===== config.mk =====
export PLATFORM = sky130hd
export DESIGN_NAME = bfp_protect
export DESIGN_NICKNAME = d
export VERILOG_FILES = /design/src/logic/bfp_pkg.sv /design/src/logic/bfp_protect.sv
export SDC_FILE = /design/constraint.sdc
export NUM_CORES = 1
export LEC_CHECK = 0
export BUFFER_PORTS_ARGS = -buffer_cell sky130_fd_sc_hd__buf_2
export CORE_UTILIZATION = 49
export DETAILED_ROUTE_END_ITERATION = 12
export GPL_TIMING_DRIVEN = 0
export PLACE_DENSITY = 0.86
export RECOVER_POWER = 100
export SYNTH_ARGS = -nofsm -noshare
export SYNTH_HDL_FRONTEND = slang
export SYNTH_SLANG_ARGS = --single-unit

===== constraint.sdc =====
create_clock -name mclk -period 6.75 [get_ports mclk]
set_clock_uncertainty 0.15 [all_clocks]
set_input_delay 0.3375 -clock mclk [delete_from_list [all_inputs] [get_ports mclk]]
set_output_delay 0.3375 -clock mclk [all_outputs]
set_load 0.05 [all_outputs]

===== src/logic/bfp_pkg.sv =====
// package for the boot flash read-while-write protection block
package bfp_pkg;
    // apb register offsets (byte addresses)
    localparam logic [11:0] OFF_CTRL    = 12'h000;
    localparam logic [11:0] OFF_STATUS  = 12'h004;
    localparam logic [11:0] OFF_LOCK    = 12'h008;
    localparam logic [11:0] OFF_FUSE    = 12'h00c;
    // ctrl field positions
    localparam int CTRL_REENABLE  = 0;
    localparam int CTRL_VEC_BOOT  = 1;
    // status field positions
    localparam int ST_BUSY_FLAG   = 0;
    localparam int ST_STALL       = 1;
    localparam int ST_OP_ACTIVE   = 2;
    localparam int ST_REFUSED     = 3;
    // lock field positions: application pair in [1:0], loader pair in [3:2]
    localparam int LK_APP_LO      = 0;
    localparam int LK_APP_HI      = 1;
    localparam int LK_LDR_LO      = 2;
    localparam int LK_LDR_HI      = 3;
    // reset values: unprogrammed lock bits read as one
    localparam logic [3:0] LOCK_RESET = 4'hf;
    localparam logic [1:0] PAIR_FREE  = 2'h3;
    localparam logic [1:0] PAIR_NOWR  = 2'h2;
    localparam logic [1:0] PAIR_ALL   = 2'h0;
    localparam logic [1:0] PAIR_NORD  = 2'h1;
    // application reset address
    localparam logic [15:0] APP_RESET_ADDR = 16'h0000;
    // programming time
    localparam int CLK_MHZ        = 20;
    localparam int PROG_TIME_US   = 4000;
    localparam int PROG_CYCLES    = PROG_TIME_US * CLK_MHZ;

    // fetch/load request from the cpu
    typedef struct packed {
        logic        valid;
        logic        is_load;
        logic [15:0] addr;
        logic [15:0] pc;
    } bfp_read_req_t;

    // store-program request from the cpu
    typedef struct packed {
        logic        valid;
        logic        erase;
        logic        write;
        logic        lock_set;
        logic [3:0]  lock_data;
        logic [15:0] addr;
        logic [15:0] pc;
    } bfp_store_req_t;

    // command to the flash array
    typedef struct packed {
        logic        start;
        logic        erase;
        logic [15:0] addr;
    } bfp_flash_cmd_t;

    // operation state
    typedef enum logic [2:0] {
        ST_IDLE = 3'b001,
        ST_CONC   = 3'b010,
        ST_NOCONC = 3'b100
    } bfp_state_t;
endpackage


===== src/logic/bfp_protect.sv =====
// boot flash read-while-write arbitration and boot lock protection
//
// Summary of operation
// - shared-region programming: only other region read
// - busy flag set while shared region blocked
// - loader region always inside stall region
// - stall-region programming stalls cpu whole operation
// - two independent lock pairs, app and loader
// - locks set by software/ports, erase clears
// - general write lock ignores store-program
// - general read/write lock ignores load/store
// - app mode 1: no restriction
// - app mode 2: store refused, load allowed
// - app mode 3: store and loader-load refused
// - app mode 4: loader-load refused only
// - app modes 3,4: mask irq in app
// - loader mode 1: no restriction
// - loader mode 2: store refused
// - loader mode 3: store and app-load refused
// - loader mode 4: app-load refused; irq mask
// - programmed boot fuse: reset at loader start
// - running code cannot alter fuses
// - store-program works only from loader code
// - fuse 0 loader vector, 1 address zero
//
// regions: below NOCONC_START lies the shared region, which may
// be programmed while the cpu keeps running on other code; from
// NOCONC_START up lies the stall region, whose top part from
// BOOT_START upward is the loader region.
// programming the shared region sets the busy flag and leaves the
// cpu running on stall-region code; programming the stall region
// holds cpu_stall for the whole operation, so nothing is read.
// an operation ends on flash_done or, should the array never
// answer, when the PROG_CNT fallback timer runs out.
//
// lock pairs: a programmed bit reads as zero. the low bit of a
// pair guards stores into its region, the high bit guards loads
// into it from code in the other region. bits only move to zero;
// only ext_chip_erase or rst_n brings them back to all ones.
//
// register map (byte offsets, one word each):
//   ctrl   0x000  bit0 write 1 re-opens the shared region when idle,
//                 bit1 interrupt vectors sit in the loader region
//   status 0x004  bit0 busy, bit1 stall, bit2 op active,
//                 bit3 store refused (sticky, write 1 to clear)
//   lock   0x008  read only, [1:0] application pair, [3:2] loader
//   fuse   0x00c  read only, bit0 synchronised boot select fuse
// the bus never waits; prdata is loaded in the setup cycle.
//
// timing: a legal store is taken at the edge where st_req is seen;
// st_accept answers in that cycle and flash_cmd.start pulses in
// the next. reads are answered in the cycle they are asked.
// stores arriving while an operation runs are refused, so only one
// operation is ever in flight.
// limitation: irq_from_app is not used; vector location comes from
// the ctrl register and the pc shown on the read port.
//
// the boot select fuse is a pin: three flops, taken once two
// stages agree, so a glitch never moves the vector. no register
// path writes it.
//
// Decided for this implementation: the APB slave port and the register addresses.
`timescale 1ns/10ps
module bfp_protect
    import bfp_pkg::*;
#(
    parameter int          ADDR_W      = 16,
    parameter logic [15:0] NOCONC_START = 16'h1800,
    parameter logic [15:0] BOOT_START  = 16'h1c00,
    parameter int          PROG_CNT    = PROG_CYCLES
) (
    // clock and reset
    input  wire logic           mclk,
    input  wire logic           rst_n,
    // apb slave
    input  wire logic           psel,
    input  wire logic           penable,
    input  wire logic           pwrite,
    input  wire logic [11:0]    paddr,
    input  wire logic [31:0]    pwdata,
    output logic      [31:0]    prdata,
    output logic                pready,
    output logic                pslverr,
    // cpu read and store requests
    input  wire bfp_read_req_t  rd_req,
    output logic                rd_grant,
    output logic                rd_denied,
    input  wire bfp_store_req_t st_req,
    output logic                st_accept,
    output logic                cpu_stall,
    input  wire logic           irq_from_app,
    output logic                irq_inhibit,
    // reset vector
    output logic      [15:0]    reset_vector,
    // flash array
    output bfp_flash_cmd_t      flash_cmd,
    input  wire logic           flash_done,
    // programming port (serial/parallel), fuse pins
    input  wire logic           ext_lock_prog,
    input  wire logic [3:0]     ext_lock_data,
    input  wire logic           ext_chip_erase,
    input  wire logic           boot_reset_select_fuse
);

    // elaboration checks: parameters the logic cannot serve
    if (BOOT_START < NOCONC_START) begin : g_bad_boot
        // loader region must sit in the stall region
        $error("boot region outside stall region");
    end
    if (PROG_CNT < 1) begin : g_bad_cnt
        $error("program count too small");
    end
    if (ADDR_W != 16) begin : g_bad_width
        // request structs and region compares are fixed at 16 bits
        $error("address width must be 16");
    end

    bfp_state_t  state;
    logic [3:0]  lock_bits;
    logic        concurrent_region_busy_flag;
    logic        vec_in_boot;
    logic        refused;
    logic [31:0] prog_cnt;
    logic [2:0]  fuse_sync;
    logic        fuse_q;

    // region decode helpers; shared region is all below the stall
    // region, loader region the top of the stall region
    function automatic logic in_conc(input logic [15:0] a);
        in_conc = (a < NOCONC_START);
    endfunction
    function automatic logic in_boot(input logic [15:0] a);
        in_boot = (a >= BOOT_START);
    endfunction

    logic [1:0] app_pair;
    logic [1:0] ldr_pair;
    assign app_pair = {lock_bits[LK_APP_HI], lock_bits[LK_APP_LO]};
    assign ldr_pair = {lock_bits[LK_LDR_HI], lock_bits[LK_LDR_LO]};

    // store legality; general lock levels play no part here
    logic st_from_boot;
    logic st_tgt_boot;
    logic st_wr_blocked;
    logic st_legal;
    assign st_from_boot  = in_boot(st_req.pc);
    assign st_tgt_boot   = in_boot(st_req.addr);
    // app pair: modes 2 and 3 forbid store; modes 1 and 4 allow
    // loader pair: modes 2 and 3 forbid store
    // pair code {hi,lo}: 11 free, 10 no store, 00 no store and no
    // cross load, 01 no cross load; store legality reads lo only
    assign st_wr_blocked = st_tgt_boot ? !ldr_pair[0] : !app_pair[0];
    assign st_legal      = st_req.valid && st_from_boot && !st_req.lock_set
                           && (st_req.erase || st_req.write) && !st_wr_blocked
                           && (state == ST_IDLE);

    // load legality across regions
    logic rd_from_boot;
    logic rd_tgt_boot;
    logic rd_lpm_block;
    logic rd_region_ok;
    assign rd_from_boot = in_boot(rd_req.pc);
    assign rd_tgt_boot  = in_boot(rd_req.addr);
    always_comb begin
        rd_lpm_block = 1'b0;
        if (rd_req.is_load && rd_from_boot && !rd_tgt_boot) begin
            rd_lpm_block = !app_pair[1];
        end else if (rd_req.is_load && !rd_from_boot && rd_tgt_boot) begin
            rd_lpm_block = !ldr_pair[1];
        end
    end
    // shared region unreadable while busy; nothing during stall op.
    // busy is left for software to clear: half-programmed code
    // would hand the cpu garbage
    assign rd_region_ok = !(concurrent_region_busy_flag && in_conc(rd_req.addr));

    // cpu-side outputs; stall straight from the state register so
    // it cannot glitch while the array is being written
    assign cpu_stall = (state == ST_NOCONC);
    assign rd_grant  = rd_req.valid && !cpu_stall && rd_region_ok && !rd_lpm_block;
    assign rd_denied = rd_req.valid && !cpu_stall && !(rd_region_ok && !rd_lpm_block);
    assign st_accept = st_legal;

    // interrupt inhibit depends on where the vectors live; the pc
    // on the read port tells which region is executing, so the
    // inhibit follows the cpu from one region to the other
    always_comb begin
        irq_inhibit = 1'b0;
        if (vec_in_boot && !in_boot(rd_req.pc) && !app_pair[1]) begin
            irq_inhibit = 1'b1;
        end else if (!vec_in_boot && in_boot(rd_req.pc) && !ldr_pair[1]) begin
            irq_inhibit = 1'b1;
        end
    end

    // fuse pin sync: change counts when stages two and three agree
    // resets to unprogrammed so a reset boots at address zero until
    // the pin has been seen
    always_ff @(posedge mclk or negedge rst_n) begin
        if (!rst_n) begin
            fuse_sync <= 3'h7;
            fuse_q    <= 1'b1;
        end else begin
            fuse_sync <= {fuse_sync[1:0], boot_reset_select_fuse};
            if (fuse_sync[2] == fuse_sync[1]) begin
                fuse_q <= fuse_sync[2];
            end
        end
    end
    // only the pin feeds the fuse; no software path exists
    assign reset_vector = fuse_q ? APP_RESET_ADDR : BOOT_START;

    // programming operation sequencer
    // the timer is a safety net only; a live array ends the op
    // with flash_done long before it runs out
    always_ff @(posedge mclk or negedge rst_n) begin
        if (!rst_n) begin
            state     <= ST_IDLE;
            flash_cmd <= '0;
            prog_cnt  <= '0;
        end else begin
            flash_cmd.start <= 1'b0;
            case (state)
                ST_IDLE: begin
                    if (st_legal) begin
                        flash_cmd.start <= 1'b1;
                        flash_cmd.erase <= st_req.erase;
                        flash_cmd.addr  <= st_req.addr;
                        prog_cnt        <= 32'(PROG_CNT);
                        state <= in_conc(st_req.addr) ? ST_CONC : ST_NOCONC;
                    end
                end
                ST_CONC, ST_NOCONC: begin
                    // done by array flag or by the fallback timer
                    if (flash_done || prog_cnt <= 32'd1) begin
                        state <= ST_IDLE;
                    end else begin
                        prog_cnt <= prog_cnt - 32'd1;
                    end
                end
                default: state <= ST_IDLE;
            endcase
        end
    end

    // busy flag: hardware set wins over software clear
    // clear only when idle: re-opening mid-operation would let the
    // cpu read a page that is still being written
    logic apb_wr;
    logic apb_rd;
    assign apb_wr = psel && penable && pwrite;
    assign apb_rd = psel && penable && !pwrite;
    always_ff @(posedge mclk or negedge rst_n) begin
        if (!rst_n) begin
            concurrent_region_busy_flag <= 1'b0;
        end else if (st_legal && in_conc(st_req.addr)) begin
            concurrent_region_busy_flag <= 1'b1;
        end else if (apb_wr && paddr == OFF_CTRL && pwdata[CTRL_REENABLE]
                     && state == ST_IDLE) begin
            concurrent_region_busy_flag <= 1'b0;
        end
    end

    // lock bits: only programming (to 0) by software or port; erase restores
    // anding means a bit once cleared stays cleared, whatever later
    // data is written; software store wins a tie with the port
    always_ff @(posedge mclk or negedge rst_n) begin
        if (!rst_n) begin
            lock_bits <= LOCK_RESET;
        end else if (ext_chip_erase) begin
            lock_bits <= LOCK_RESET;
        end else begin
            if (st_req.valid && st_req.lock_set && st_from_boot && state == ST_IDLE) begin
                lock_bits <= lock_bits & st_req.lock_data;
            end else if (ext_lock_prog) begin
                lock_bits <= lock_bits & ext_lock_data;
            end
        end
    end

    // control bits and sticky refusal indicator
    // refusal set wins over a same-cycle software clear
    always_ff @(posedge mclk or negedge rst_n) begin
        if (!rst_n) begin
            vec_in_boot <= 1'b0;
            refused     <= 1'b0;
        end else begin
            if (apb_wr && paddr == OFF_CTRL) begin
                vec_in_boot <= pwdata[CTRL_VEC_BOOT];
            end
            if (st_req.valid && !st_req.lock_set && !st_legal && state == ST_IDLE) begin
                refused <= 1'b1;
            end else if (apb_wr && paddr == OFF_STATUS && pwdata[ST_REFUSED]) begin
                refused <= 1'b0;
            end
        end
    end

    // apb read mux, registered data; zero wait states
    // a miss answers with pslverr and reads back zero
    logic reg_hit;
    assign reg_hit = (paddr == OFF_CTRL) || (paddr == OFF_STATUS)
                     || (paddr == OFF_LOCK) || (paddr == OFF_FUSE);
    assign pready  = 1'b1;
    assign pslverr = psel && penable && !reg_hit;
    always_ff @(posedge mclk or negedge rst_n) begin
        if (!rst_n) begin
            prdata <= '0;
        end else if (psel && !penable && !pwrite) begin
            case (paddr)
                OFF_CTRL:   prdata <= {30'h0, vec_in_boot, 1'b0};
                OFF_STATUS: prdata <= {28'h0, refused, state != ST_IDLE,
                                       cpu_stall, concurrent_region_busy_flag};
                OFF_LOCK:   prdata <= {28'h0, lock_bits};
                OFF_FUSE:   prdata <= {31'h0, fuse_q};
                default:    prdata <= '0;
            endcase
        end
    end

endmodule


==> results of run 1 <==
## synth_stat cells, types with 6 or more instances
cell | instances | area (um^2)
mux2i_1 | 7 | 70.1
clkbuf_1 | 6 | 22.5
buf_4 | 44 | 330
nand2b_1 | 6 | 37.5
or3_1 | 14 | 87.6
dfstp_2 | 9 | 236
nand2_1 | 70 | 263
nor3_1 | 15 | 75.1
mux2_2 | 6 | 67.6
a21oi_1 | 21 | 105
nor4_1 | 10 | 62.6
or4_1 | 16 | 120
o31ai_1 | 19 | 143
dfrtp_1 | 59 | 1480
nand3_1 | 14 | 70.1
nor2_1 | 18 | 67.6
o21ai_0 | 7 | 35.0
## metrics by stage
stage / area (um^2) / std cells / util, % / power [uW] / hold slack (ns)
CTS: 4920 / 683 / 63.6 / 1190 / 0.0193
floorplan: 4050 / 461 / - / 744 / -0.108
detailed placement: 4690 / 665 / 60.7 / 836 / 0.205
global route: 4840 / 683 / 62.6 / 1220 / 0.0210
global placement: 4680 / 665 / 60.6 / 828 / 0.202
finish: 4840 / 683 / 62.6 / 1170 / 0.0270
## worst max-delay path by stage
stage                         to  cells after the start  slack, ns
floorplan              rd_denied                      3       4.16
global placement        state[1]                      7       4.11
detailed placement  prog_cnt[18]                      6       3.94
CTS                    st_accept                      5       3.89
global route         prog_cnt[4]                      2       2.13
finish                 prdata[0]                      2       2.82
## power breakdown
part | internal (uW) | total (uW) | switching [uW]
combinational | 80.7 | 340 | 259
clock | 184 | 351 | 167
sequential | 451 | 481 | 30.0
## layer usage
metal	track usage, %	vias up
met5	0	-
met4	9.13	0
met3	6.78	25
met2	40.3	179
met1	31.2	1764
li1	-	1754
## state kept, by name (all words and copies together), names as in the netlist
signal,cells
prog_cnt,32
flash_cmd,18
lock_bits,4
prdata,4
fuse_sync,3
state,3
concurrent_region_busy_flag,1
fuse_q,1
refused,1
vec_in_boot,1
## final cells by class
class | instances | area, um^2
flip-flops and latches | 68 | 1710
well taps | 102 | 128
clock buffers | 10 | 138
clock inverters | 6 | 71.3
multi-input cells | 333 | 1900
plain buffers | 56 | 383
inverters | 4 | 15.0
repair buffers | 104 | 490
fillers | 670 | 2890
## cells by family after synthesis
logic type | share of synthesized area (%)
muxes | 3.53
xor gates and xnor gates | 0.899
buffers and inverters | 10.4
and+or+nand+nor | 27.7
adders and majority gates | 0.899
DFF | 44.0
other | 0.193
AOI/OAI and AO/OA | 12.4
## what timing repair did
action,in CTS,in global routing
endpoints found under the hold margin,60,0
hold buffers,2,0
setup endpoints to repair,0,0
==> summary.md, run 1 <==
| Metric | Value |
|---|---|
| Drt wl/cell | `14.5 um` |
| Hpwl dp | `7.49 mm` |
| CP top delay family | `buffers and inverters` |
| Required time of the critical path | `approximately 6.2 ns` |
| Crit Path Category | `in -> async` |
| Critical Path Max Stage Delay | `roughly 2.5 ns` |
| Run status | `finished with violations` |
| Clock Latency Late Sink | `0.35 ns` |
| Via count of the first global-routing pass | `3547` |
| Met2 wire len | `approximately 4.8 mm` |
| Starting density of the core | `50.4%` |
| H-tree levels | `3` |
| Post-place setup slack | `a little under 4 ns` |
| Drt total wl | `around 10 mm` |
| Post-CTS setup buffers | `0` |
| Leak pwr | `approximately 0.0023 uW` |
| Post-CTS resize count | `0` |
| Flops & latches, synth | `68` |
| Hold path depth | `3` |
| Initial antenna violation count | `0` |
| Cell Area, Synth | `3900 um^2` |
| Critical path origin | `rst_n` |
| Total global routing track utilization | `24.6%` |
| Layout cells sized above 1 | `26.2%` |
| RSZ-0062 raised after global routing | `false` |
| Final worst path period share | `58.3%` |
| Clock slew at reported path FFs | `0.08 ns` |
| Crit path DAT | `3.43 ns` |
| Routed via count | `~3.7k` |
| CP bufs+invs | `2` |
| Area growth from synthesis to layout | `24.2%` |
| Iter 0 DRT Violations | `233` |
| Final ANT Viol Nets | `0` |
| Maximum vdd drop | `between 0.15 and 0.2 mV` |
| Total of max-cap violations | `1` |
| CTS Sinks | `68` |
| Rows | `32` |
| Hold EP | `flash_cmd[2]` |
| Clock root cell | `clkbuf_8` |
| Most frequent cells in the layout | `nand2_1, buf_2, dfrtp_1, buf_4, clkbuf_1` |
| Worst Slack Setup Final | `2.82 ns` |
| Post-Syn Instances | `421` |
| Initial DRT Pass Iterations | `8` |
| Nets | `710` |
| Met1 Routed Length | `around 4.1 mm` |
| Pin count of the biggest net entering global routing | `69` |
| N_diodes | `0` |
| CTS tree | `built` |
| Drt drc | `0` |
| Avg Inst Size Synth | `9.25 um^2` |
| Highest Signal Layer | `met4` |
| Io pins | `205` |
| Post-synthesis sequential area ratio | `44.0%` |
| Asr flop ratio synth | `100%` |
| Crit-path max FO | `68` |
| Minimum clock period | `3.93 ns` |
| PortBufs | `102` |
| Critical Path Start Type | `input pin` |
| Slew headroom | `-140%` |
| Count of final hold-check violations | `0` |
| HP Start | `st_req[18]` |
| FF-to-FF End | `state[1]` |
| Library cells used by synthesis | `55` |
| Die Ht | `91.2 um` |
| Type of the worst min-delay path | `in -> reg` |
| Final setup fails | `0` |
| Reg-to-reg critical path startpoint | `prog_cnt[10]` |
| Top FF cell, synth | `dfrtp_1` |
| Synth warn | `0` |
| Vias per cell | `5.45` |
| Placer Congestion | `0.852` |
| Fmax | `254 MHz` |
| Clock tree buffer depth | `2` |
| FF-to-FF path depth | `6` |
| Flop-to-flop setup slack | `3.14 ns` |
| DIE WIDTH | `slightly above 90 um` |
| Crit end category | `async pin` |
| Final-report max-slew violation count | `between 60 and 70` |
| PD cells | `242 nW/um^2` |
| CP max-delay cell | `clkbuf_1` |
| Routed length on met3 | `789 um` |
| GRT overflow | `0` |
| Critical-path cell list | `dlygate4sd3_1 -> clkbuf_1` |
| Full die area | `just over 8000 um^2` |
| Core box area | `~7700 um^2` |
| Number of synthesized flops with an enable pin | `0` |
| Worst-margin pin slew | `3.60 ns` |
| Total CTS buffers | `9` |
| Setup_tns | `0 ns` |
| First-pass GRT wire length | `16.3 mm` |
| Failing checks | `max-capacitance violations, max-slew violations` |
No activity file was read; power rests on OpenSTA's default activity.
==> run 2, diff against run 1 <==
- ABC_AREA: not set -> 1
- CORE_UTILIZATION: 49 -> 47
- PLACE_DENSITY: 0.86 -> 0.81
- clock period: 6.75 -> 3.84 ns (I/O delays scaled with it)
==> summary.md, run 2 <==
| Metric | Value |
|---|---|
| Hold EP | `lock_bits[1]` |
| Dominant cells by area after synthesis | `dfrtp_1, nand2_1, nor2_1, buf_4, dfstp_2` |
| Final ANT Viol Nets | `0` |
| FF-to-FF End | `prog_cnt[22]` |
| CTS tree | `built` |
| Total global routing track utilization | `25.7%` |
| FF-to-FF path depth | `11` |
| Io pins | `205` |
| Initial DRT Pass Iterations | `9` |
| Final worst path period share | `75.3%` |
| Initial antenna violation count | `0` |
| Synth warn | `0` |
| N_diodes | `0` |
| Full die area | `9630 um^2` |
| Multi-input logic area | `2160 um^2` |
| Crit-path max FO | `11` |
| Failing checks | `design-rule violations, max-capacitance violations, max-slew violations` |
| Avg Inst Size Synth | `roughly 7 um^2` |
| Crit end category | `primary output` |
| Pin count of the biggest net entering global routing | `69` |
| Routed via count | `between 4k and 5k` |
| Clock tree buffer depth | `2` |
| H-tree levels | `3` |
| Asr flop ratio synth | `between 90% and 100%` |
| Required time of the critical path | `3.50 ns` |
| Number of synthesized flops with an enable pin | `0` |
| Run status | `finished with violations` |
| Cell Area, Synth | `4340 um^2` |
| CTS Sinks | `68` |
| Critical Path Start Type | `input pin` |
| Post-Syn Instances | `629` |
| Most frequent cells in the layout | `nand2_1, nor2_1, buf_2, dfrtp_1, buf_4` |
| Hpwl dp | `8.63 mm` |
| Maximum vdd drop | `0.382 mV` |
| GR Layer Usage met2 | `43.4%` |
| Area growth from synthesis to layout | `27.5%` |
| Clock Latency Late Sink | `0.36 ns` |
| HP Start | `st_req[33]` |
| Clock slew at reported path FFs | `0.08 ns` |
| Drt drc | `15` |
| Crit path DAT | `2.55 ns` |
| Fmax | `346 MHz` |
| Core box area | `8850 um^2` |
| Leading area contributor after synthesis | `dfrtp_1` |
| Drt wl/cell | `12.9 um` |
| Commonest non-fill, non-tap cell in the layout | `nand2_1` |
| RSZ-0062 raised after global routing | `false` |
| Count of final hold-check violations | `0` |
| Setup_tns | `0 ns` |
| Vias per cell | `4.86` |
| Slew headroom | `-12.6%` |
| PortBufs | `102` |
| Nets | `944` |
| Final-report max-slew violation count | `69` |
| Count leader, synth | `nand2_1` |
| DIE WIDTH | `98.1 um` |
| Fin cells | `923` |
| Layout cells sized above 1 | `18.4%` |
| Gr busiest metal | `met2` |
| Total CTS buffers | `9` |
| Placer Congestion | `roughly 0.9` |
| Flop-to-flop setup slack | `1.03 ns` |
| Rows | `34` |
| First-pass GRT wire length | `roughly 20 mm` |
| Total of max-cap violations | `1` |
| Via count of the first global-routing pass | `about 4.2k` |
| Max reg flops | `32` |
| GR Util met1 | `33.2%` |
| Post-synthesis sequential area ratio | `39.4%` |
| Fillers | `818` |
| Final setup fails | `0` |
| Area share of the largest cell type after synthesis | `34.0%` |
| Register with the most flip-flops | `prog_cnt` |
| Synth cell count leaders | `nand2_1, nor2_1, dfrtp_1` |
| Minimum clock period | `2.89 ns` |
| Crit Path Category | `in -> out` |
| Met3 Resource Use GR | `5.37%` |
| Clock root cell | `clkbuf_8` |
| Hold path depth | `5` |
| Worst hold slack | `0.0430 ns` |
| Reg-to-reg critical path startpoint | `prog_cnt[0]` |
| Largest registers | `prog_cnt x32, flash_cmd x18` |
| Cells after DPL | `879` |
| Worst-margin pin slew | `1.69 ns` |
| Iter 0 DRT Violations | `approximately 270` |
| Type of the worst min-delay path | `in -> reg` |
| GRT overflow | `0` |
| Flops & latches, synth | `68` |
| Starting density of the core | `49.1%` |
| Die Ht | `98.1 um` |
| Library cells used by synthesis | `39` |
| Leak pwr | `0.00299 uW` |
| PD cells | `451 nW/um^2` |
| FF+latch area | `1710 um^2` |
| Top FF cell, synth | `dfrtp_1` |
| Drt total wl | `11.9 mm` |
[run 2: cell types whose count changed in the layout (fill, tap and decap cells not counted), sizes merged, moves of 18 or more]
cell	delta
nand2	+162
nor2	+87
inv	+39
dlygate4sd3	+26
o21ai	+26
nand3	+22
o31ai	-18
[run 2: worst max-delay path by stage]
stage,cells past startpoint,startpoint,endpoint
2_1_floorplan,9,state[1],prog_cnt[2]
3_3_place_gp,12,prog_cnt[0],prog_cnt[26]
3_5_place_dp,12,prog_cnt[0],prog_cnt[25]
4_1_cts,12,st_req[30],st_accept
5_1_grt,11,st_req[30],st_accept
6_report,11,st_req[30],st_accept
[run 2: worst max-delay path, cell delays in order]
cell           delay, ns
dlygate4sd3_1       0.56
buf_2               0.12
inv_1               0.05
nand2_1             0.06
nor2_1              0.15
nand3_1             0.09
nand2_1             0.09
nand3_1             0.13
clkinv_1            0.19
clkbuf_1            0.39
clkbuf_1            0.52
[run 2: timing repair]
action	4_1_cts	5_1_grt
endpoints found under the hold margin	85	0
gates resized for setup	0	0
setup buffers	0	0
hold buffers	28	0
endpoints found under the setup margin	0	0
[run 2: stage by stage]
| stage | cell area [um^2] | utilization [%] | setup WS, ns | total power (uW) |
|---|---|---|---|---|
| after CTS | 5630 | 63.6 | 1.27 | 2520 |
| after detailed placement | 5140 | 58.1 | 1.61 | 1870 |
| after global placement | 5140 | 58.1 | 1.63 | 1850 |
| after floorplan | 4490 | - | 1.59 | 1630 |
| final | 5540 | 62.6 | 0.949 | 2500 |
| after global routing | 5540 | 62.6 | 0.772 | 2640 |
[run 2: layout make-up]
| type | count | share of cell area, % |
|---|---|---|
| multi-input cells | 501 | 39.1 |
| clock inverters | 7 | 1.49 |
| plain buffers | 56 | 7.21 |
| repair buffers | 130 | 13.6 |
| flip-flops and latches | 68 | 30.9 |
| clock buffers | 9 | 2.24 |
| inverters | 44 | 3.00 |
| well taps | 108 | 2.44 |
[run 2: routing by layer]
layer  routed length [um]  up-vias  part of all wire, %
met3                  881       20                  7.4
met2                 5660      186                   48
li1                     -     2255                    -
met1                 5170     2024                   44
met5                    0        -                    0
met4                  170        0                  1.4
[run 2: logic make-up (layout without fill, tap and decap cells)]
group | Yosys count | count (layout) | share of synthesized area (%)
buffers and inverters | 100 | 246 | 13.4
flip-flops | 68 | 68 | 39.4
other | 2 | 42 | 0.173
AO/OA/AOI/OAI | 46 | 46 | 5.88
AND/OR/NAND/NOR | 397 | 397 | 37.7
XOR/XNOR | 13 | 13 | 2.62
adder cells (fa/ha/maj) | 3 | 3 | 0.807
[run 2: power by group]
part / internal (uW) / switching [uW]
logic: 265 / 709
registers: 813 / 76.0
clock network: 310 / 323
total: 1390 / 1110
